$ cat config.mk
export PLATFORM = sky130hd
export DESIGN_NAME = saw_top
export DESIGN_NICKNAME = d
export VERILOG_FILES = /design/src/logic/saw_pkg.sv /design/src/logic/saw_loop_ctl.sv /design/src/logic/saw_top.sv
export SDC_FILE = /design/constraint.sdc
export NUM_CORES = 1
export LEC_CHECK = 0
export ABC_AREA = 1
export BUFFER_PORTS_ARGS = -buffer_cell sky130_fd_sc_hd__buf_2
export CAP_MARGIN = 10
export CORE_MARGIN = 10
export CORE_UTILIZATION = 37
export DETAILED_ROUTE_END_ITERATION = 8
export SLEW_MARGIN = 0
export SYNTH_ARGS = -nofsm -noshare
export SYNTH_HDL_FRONTEND = slang
export SYNTH_SLANG_ARGS = --single-unit
$ cat constraint.sdc
create_clock -name CLOCK -period 2.8 [get_ports CLOCK]
set_input_delay 0.56 -clock CLOCK [delete_from_list [all_inputs] [get_ports CLOCK]]
set_output_delay 0.56 -clock CLOCK [all_outputs]
set_load 0.02 [all_outputs]
$ cat src/logic/saw_pkg.sv
// constants shared by the setpoint alarm register views and the loop mode control
// assumes register numbers arrive as plain 16-bit register indices
package saw_pkg;

    // ------------------------------------------------------------
    // register numbers
    // ------------------------------------------------------------
    localparam logic [15:0] ADDR_FULL      = 16'h00EF;
    localparam logic [15:0] ADDR_LOW_WORD  = 16'h119B;
    localparam logic [15:0] ADDR_HIGH_WORD = 16'h119C;

    // ------------------------------------------------------------
    // field layout
    // ------------------------------------------------------------
    localparam int NUM_SETPOINTS = 16;
    localparam int NUM_PID_LOOPS = 5;
    localparam int HALF_COUNT    = 8;
    localparam int WORD_ON_POS   = 0;
    localparam int WORD_RMT_POS  = 8;
    localparam int FULL_ON_POS   = 0;
    localparam int FULL_RMT_POS  = 16;

    // ------------------------------------------------------------
    // reset values
    // ------------------------------------------------------------
    localparam logic [15:0] ON_RESET     = 16'h0000;
    localparam logic [15:0] REMOTE_RESET = 16'h0000;

    // ------------------------------------------------------------
    // loop modes, gray along auto -> manual -> off
    // ------------------------------------------------------------
    typedef enum logic [1:0] {
        LOOP_AUTO   = 2'h0,
        LOOP_MANUAL = 2'h1,
        LOOP_OFF    = 2'h3
    } saw_loop_e;

endpackage

$ cat src/logic/saw_loop_ctl.sv
// mode control of one pid loop driven by its setpoint's on and remote flags
// assumes flags come from flip-flops in the same clock domain
`timescale 1ns/1ns
module saw_loop_ctl (
    input  logic clk,
    input  logic rst_n,
    input  logic ce,
    input  logic pid_mode,
    input  logic remote,
    input  logic on_flag,
    output logic manual,
    output logic zero_hold
);

    saw_pkg::saw_loop_e state_r;
    saw_pkg::saw_loop_e state_nxt;

    always_comb begin
        if (!pid_mode || !remote) begin
            state_nxt = saw_pkg::LOOP_AUTO;
        end else if (on_flag) begin
            state_nxt = saw_pkg::LOOP_MANUAL;
        end else begin
            state_nxt = saw_pkg::LOOP_OFF;
        end
    end

    // starts in auto; a cleared remote flag always falls back to auto
    always_ff @(posedge clk) begin
        if (!rst_n) begin
            state_r   <= saw_pkg::LOOP_AUTO;
            manual    <= 1'b0;
            zero_hold <= 1'b0;
        end else if (ce) begin
            state_r <= state_nxt;
            unique case (state_nxt)
                saw_pkg::LOOP_AUTO: begin
                    manual    <= 1'b0;
                    zero_hold <= 1'b0;
                end
                saw_pkg::LOOP_MANUAL: begin
                    manual    <= 1'b1;
                    zero_hold <= 1'b0;
                end
                saw_pkg::LOOP_OFF: begin
                    manual    <= 1'b0;
                    zero_hold <= 1'b1;
                end
                default: begin
                    manual    <= 1'b0;
                    zero_hold <= 1'b0;
                end
            endcase
        end
    end
endmodule // saw_loop_ctl

$ cat src/logic/saw_top.sv
// setpoint alarm state with a 32-bit view and two 16-bit word views
// assumes one register access per cycle on a synchronous register port
//
// How it works
// - two 16-bit registers mirror the 32-bit alarm register so it can be accessed as two words.
// - the low word holds only the on and remote flags of setpoints one to eight.
// - low-word bits 0 to 7 read the on state of setpoints one to eight and, on write, set it for those in remote mode.
// - low-word bits 8 to 15 select remote mode for setpoints one to eight, one meaning remote.
// - for setpoints one to five in pid mode, a set remote bit with the on bit set moves the loop from auto to manual.
// - clearing the remote bit of a pid setpoint returns its loop to auto.
// - remote bits of setpoints six to eight only pick normal or remote, with no loop effect.
// - the high word holds the on and remote flags of setpoints nine to sixteen.
// - high-word bits 0 to 6 read the on state of setpoints nine to fifteen and set it for those in remote mode.
// - high-word bit 7 reads the on state of setpoint sixteen and sets it when that setpoint is in remote mode.
// - high-word bits 8 to 15 select remote mode for setpoints nine to sixteen.
// - a pid setpoint with remote set and on cleared has its loop off and working values zeroed.
// - pid loops come up in auto mode after reset.
`timescale 1ns/1ns
module saw_top #(
    parameter int NSP  = saw_pkg::NUM_SETPOINTS,
    parameter int NPID = saw_pkg::NUM_PID_LOOPS
) (
    input  logic            CLOCK,
    input  logic            RESETN,
    input  logic            CLOCK_EN,
    input  logic [15:0]     REG_ADDR,
    input  logic            REG_WR,
    input  logic            REG_RD,
    input  logic [31:0]     REG_WDATA,
    output logic [31:0]     REG_RDATA,
    output logic            REG_ACK,
    output logic            REG_FAULT,
    input  logic [NSP-1:0]  SP_EVAL_ON,
    input  logic [NPID-1:0] PID_MODE,
    output logic [NSP-1:0]  SETPOINT_ON,
    output logic [NSP-1:0]  SETPOINT_REMOTE,
    output logic [NPID-1:0] LOOP_MANUAL,
    output logic [NPID-1:0] LOOP_ZERO
);

    localparam int H = saw_pkg::HALF_COUNT;

    // ------------------------------------------------------------
    // shared alarm state
    // ------------------------------------------------------------
    logic [NSP-1:0] on_r;
    logic [NSP-1:0] on_nxt;
    logic [NSP-1:0] remote_r;
    logic [NSP-1:0] remote_nxt;
    logic [NSP-1:0] on_wmask;
    logic [NSP-1:0] on_wval;
    logic [NSP-1:0] rmt_wmask;
    logic [NSP-1:0] rmt_wval;
    logic [NSP-1:0] on_sw;
    logic           hit_full;
    logic           hit_low;
    logic           hit_high;
    logic           hit_any;
    logic [31:0]    rd_data;

    assign hit_full = (REG_ADDR == saw_pkg::ADDR_FULL);
    assign hit_low  = (REG_ADDR == saw_pkg::ADDR_LOW_WORD);
    assign hit_high = (REG_ADDR == saw_pkg::ADDR_HIGH_WORD);
    assign hit_any  = hit_full || hit_low || hit_high;

    // ------------------------------------------------------------
    // write decode
    // ------------------------------------------------------------
    always_comb begin
        on_wmask  = '0;
        rmt_wmask = '0;
        on_wval   = '0;
        rmt_wval  = '0;
        if (REG_WR && hit_full) begin
            on_wmask  = '1;
            rmt_wmask = '1;
            on_wval   = REG_WDATA[saw_pkg::FULL_ON_POS +: NSP];
            rmt_wval  = REG_WDATA[saw_pkg::FULL_RMT_POS +: NSP];
        end else if (REG_WR && hit_low) begin
            on_wmask[0 +: H]  = '1;
            rmt_wmask[0 +: H] = '1;
            on_wval[0 +: H]   = REG_WDATA[saw_pkg::WORD_ON_POS +: H];
            rmt_wval[0 +: H]  = REG_WDATA[saw_pkg::WORD_RMT_POS +: H];
        end else if (REG_WR && hit_high) begin
            on_wmask[H +: H]  = '1;
            rmt_wmask[H +: H] = '1;
            on_wval[H +: H]   = REG_WDATA[saw_pkg::WORD_ON_POS +: H];
            rmt_wval[H +: H]  = REG_WDATA[saw_pkg::WORD_RMT_POS +: H];
        end
    end

    // in normal mode the alarm evaluator owns the on flag, so a write there
    // is overridden the same cycle; only remote setpoints keep written values
    assign remote_nxt = (remote_r & ~rmt_wmask) | (rmt_wval & rmt_wmask);
    assign on_sw      = (on_r & ~on_wmask) | (on_wval & on_wmask);
    assign on_nxt     = (remote_nxt & on_sw) | (~remote_nxt & SP_EVAL_ON);

    always_ff @(posedge CLOCK) begin
        if (!RESETN) begin
            remote_r <= saw_pkg::REMOTE_RESET;
        end else if (CLOCK_EN) begin
            remote_r <= remote_nxt;
        end
    end

    always_ff @(posedge CLOCK) begin
        if (!RESETN) begin
            on_r <= saw_pkg::ON_RESET;
        end else if (CLOCK_EN) begin
            on_r <= on_nxt;
        end
    end

    assign SETPOINT_ON     = on_r;
    assign SETPOINT_REMOTE = remote_r;

    // ------------------------------------------------------------
    // read side
    // ------------------------------------------------------------
    always_comb begin
        rd_data = 32'h0000_0000;
        if (hit_full) begin
            rd_data = {remote_r, on_r};
        end else if (hit_low) begin
            rd_data = {16'h0000, remote_r[0 +: H], on_r[0 +: H]};
        end else if (hit_high) begin
            rd_data = {16'h0000, remote_r[H +: H], on_r[H +: H]};
        end
    end

    // unmapped numbers read zero, ignore writes and raise a fault pulse
    always_ff @(posedge CLOCK) begin
        if (!RESETN) begin
            REG_RDATA <= 32'h0000_0000;
            REG_ACK   <= 1'b0;
            REG_FAULT <= 1'b0;
        end else if (CLOCK_EN) begin
            if (REG_RD) begin
                REG_RDATA <= rd_data;
            end
            REG_ACK   <= (REG_RD || REG_WR) && hit_any;
            REG_FAULT <= (REG_RD || REG_WR) && !hit_any;
        end
    end

    // ------------------------------------------------------------
    // pid loop mode, setpoints one to five only
    // ------------------------------------------------------------
    // loops watch the registered flags, so mode lags a write by one cycle
    for (genvar k = 0; k < NPID; k++) begin : g_loop
        saw_loop_ctl u_loop (
            .clk       (CLOCK),
            .rst_n     (RESETN),
            .ce        (CLOCK_EN),
            .pid_mode  (PID_MODE[k]),
            .remote    (remote_r[k]),
            .on_flag   (on_r[k]),
            .manual    (LOOP_MANUAL[k]),
            .zero_hold (LOOP_ZERO[k])
        );
    end
endmodule // saw_top

==> flow_metrics.py <==
metrics = {
    "status": {
        "run_status": "finished clean",
    },
    "floorplan": {
        "die_y_um": 129,
        "start_util": 0.380,
        "ios": 150,
        "die_x_um": 129,
        "core.rowCount": 39,
        "die_area_um2": 16600,
        "core_area_um2": 11500,
    },
    "worst_setup_path": {
        "crit_type": "in2reg",
        "worstPathArrival_ns": 2.08,
        "r2r_cells": 5,
        "critPathCaptureType": "flop",
        "crit_required_ns": 3.05,
        "cpPeakStageDelay_ns": 0.53,
        "critPathMaxFanout": 21,
        "crit_start": "REG_ADDR[11]",
        "crit_slowest_cell": "inv_1",
        "path_cells": "buf_2 -> nor2_4 -> nand2_2 -> nor2_2 -> nand2_2 -> inv_1 -> nand2_1 -> a41oi_1",
        "reg2reg_from": "SETPOINT_REMOTE[8]",
        "startpoint_type": "input port",
        "crit_top_cell": "nand2_2",
        "r2r_setup_slack_ns": 1.67,
    },
    "timing": {
        "slew-limit-headroom": 0.518,
        "fmaxAchievable_ghz": 0.547,
        "setup_ws_ns": 0.972,
        "slew_violations": 0,
        "worst_pin_slew_ns": 0.722,
        "setup_viol": 0,
        "rsz0062_at_grt": "no",
        "period_share": 0.653,
        "timing.setup.tns_ns": 0,
        "fin_worst_skew_ns": 0.00567,
        "hold_viol_final": 0,
        "timing.final.crit_period_ns": 1.83,
    },
    "detailed_routing": {
        "vias": 4881,
        "drt_wl_total_mm": 16.0,
        "dr.pass1.iters": 5,
        "via_per_inst": 5.28,
        "drc_errors": 0,
        "wl_per_cell_um": 17.3,
        "drt-initial-drc-count": 384,
        "antenna_left": 0,
    },
    "clocking": {
        "hold_buffers": 0,
        "clock_tree.htree_level_count": 3,
        "tritoncts": "done",
        "clock_latency_ns": 0.34,
        "cts_resized": 0,
        "cts.clk_slew.worst_paths_ns": 0.06,
        "cts_buffers": 9,
        "clock_path_buffers": 2,
        "clock-sinks": 76,
        "root_buffer": "clkbuf_16",
        "cts_setup_buffers": 0,
    },
    "grt": {
        "grt_first_pass_wirelength_mm": 25.1,
        "grt_max_degree": 57,
        "antenna_found_initial": 1,
        "grtUsageTotal": 0.189,
        "grt_overflow": 0,
        "grt_pass1_vias": 4787,
    },
    "job": {
        "drv_cap": 0,
    },
    "yosys": {
        "synth.distinct_cells": 34,
        "synth_cells": 656,
        "yosys.area.top_type_share": 0.347,
        "syn_nets": 730,
        "ys_seq_area_frac": 0.347,
        "syn_area_um2": 4380,
        "synth_area_leader_cell": "dfxtp_1",
        "yosys_warnings": 0,
        "synth_seq_cells": 76,
        "syn_area_per_cell_um2": 6.68,
        "synth.area.top_cells": "dfxtp_1 35%, nand2_1 12%, inv_1 6.9%",
    },
    "worst_hold_path": {
        "min_path_cells": 3,
        "hp-start": "SP_EVAL_ON[10]",
        "hold_path.class": "in2reg",
    },
    "final_layout": {
        "final_common_cell": "buf_2",
        "syn_to_final_growth_pct": 23.7,
        "finalNetCount": 851,
        "diodes": 0,
        "layout-drive-gt1-share": 0.279,
        "most-common-layout-cells": "149 x buf_2, 145 x nand2_1, 81 x inv_1",
    },
    "power_and_ir_drop": {
        "p_leak_nw": 2.75,
        "power-per-cell-area_nw_per_um2": 542,
        "peakVddDrop_mv": 0.381,
    },
    "place": {
        "post-place-ws_ns": 0.632,
        "numPortBuffers": 149,
        "gp_congestion": 0.913,
        "dp_hpwl_mm": 12.3,
    },
}
==> report_power, final <==
| group | switching, mW | total [mW] | leakage, nW | internal (mW) |
|---|---|---|---|---|
| sequential | 0.0566 | 1.20 | 0.625 | 1.14 |
| combinational | 0.295 | 0.451 | 1.96 | 0.157 |
| clock | 0.477 | 1.28 | 0.162 | 0.805 |
| total | 0.829 | 2.93 | 2.75 | 2.11 |
==> cell families (layout without fill, tap and decap cells) <==
group	Yosys count	in the layout	share of synthesized area
AO/OA/AOI/OAI	144	144	0.184
AND/OR/NAND/NOR	302	302	0.333
buffers and inverters	134	260	0.136
flip-flops	76	76	0.347
==> metal layers <==
| layer | share of wire | track usage | vias up | wire length [um] |
|---|---|---|---|---|
| met5 | 0.00081 | 0 | - | 13 |
| met4 | 0.024 | 0.0682 | 2 | 382 |
| met3 | 0.10 | 0.0567 | 28 | 1600 |
| met2 | 0.45 | 0.306 | 243 | 7260 |
| met1 | 0.42 | 0.233 | 2234 | 6750 |
| li1 | - | - | 2374 | - |
==> through the flow <==
stage	hold WS [ns]	area, um^2	instances	power [mW]	utilization
6_report	0.458	5420	925	2.93	0.470
5_1_grt	0.456	5420	925	3.05	0.470
4_1_cts	0.449	5420	925	2.95	0.470
3_5_place_dp	0.456	5090	909	1.67	0.442
3_3_place_gp	0.453	5090	909	1.67	0.442
2_1_floorplan	0.450	4380	656	1.50	-
==> layout make-up <==
cell class / count / area, um^2
clock buffer: 10 / 239
tap: 143 / 179
sequential: 76 / 1520
clock inverter: 6 / 87.6
multi-input combinational: 446 / 2260
fill: 1224 / 6100
timing repair buffer: 155 / 791
inverter: 89 / 337
==> critical path: cells and delay by family <==
kind,cells,cell delay (ns)
and+or+nand+nor,5,0.65
buffers and inverters,2,0.64
AOI/OAI and AO/OA,1,0.22
==> worst max-delay path by stage <==
| stage | endpoint | slack, ns | cells past startpoint |
|---|---|---|---|
| 6_report | REG_RDATA[10] | 0.97 | 8 |
| 5_1_grt | REG_RDATA[15] | 0.76 | 8 |
| 4_1_cts | REG_RDATA[15] | 0.99 | 8 |
| 3_5_place_dp | REG_RDATA[9] | 0.63 | 8 |
| 3_3_place_gp | REG_RDATA[10] | 0.68 | 8 |
| 2_1_floorplan | flop | 1.11 | 12 |
==> cells in the mapped netlist, drive strengths merged <==
cell type / count
a211oi: 2
a21oi: 55
a22oi: 2
a41oi: 5
buf: 30
clkbuf: 15
clkinv: 3
dfxtp: 76
inv: 86
nand2: 167
nand3: 46
nand3b: 6
nand4: 17
nor2: 63
nor3: 2
o211a: 1
o211ai: 9
o21ai: 62
o221ai: 1
o22ai: 6
o31ai: 1
or2: 1
No activity file was read; power rests on OpenSTA's default activity.
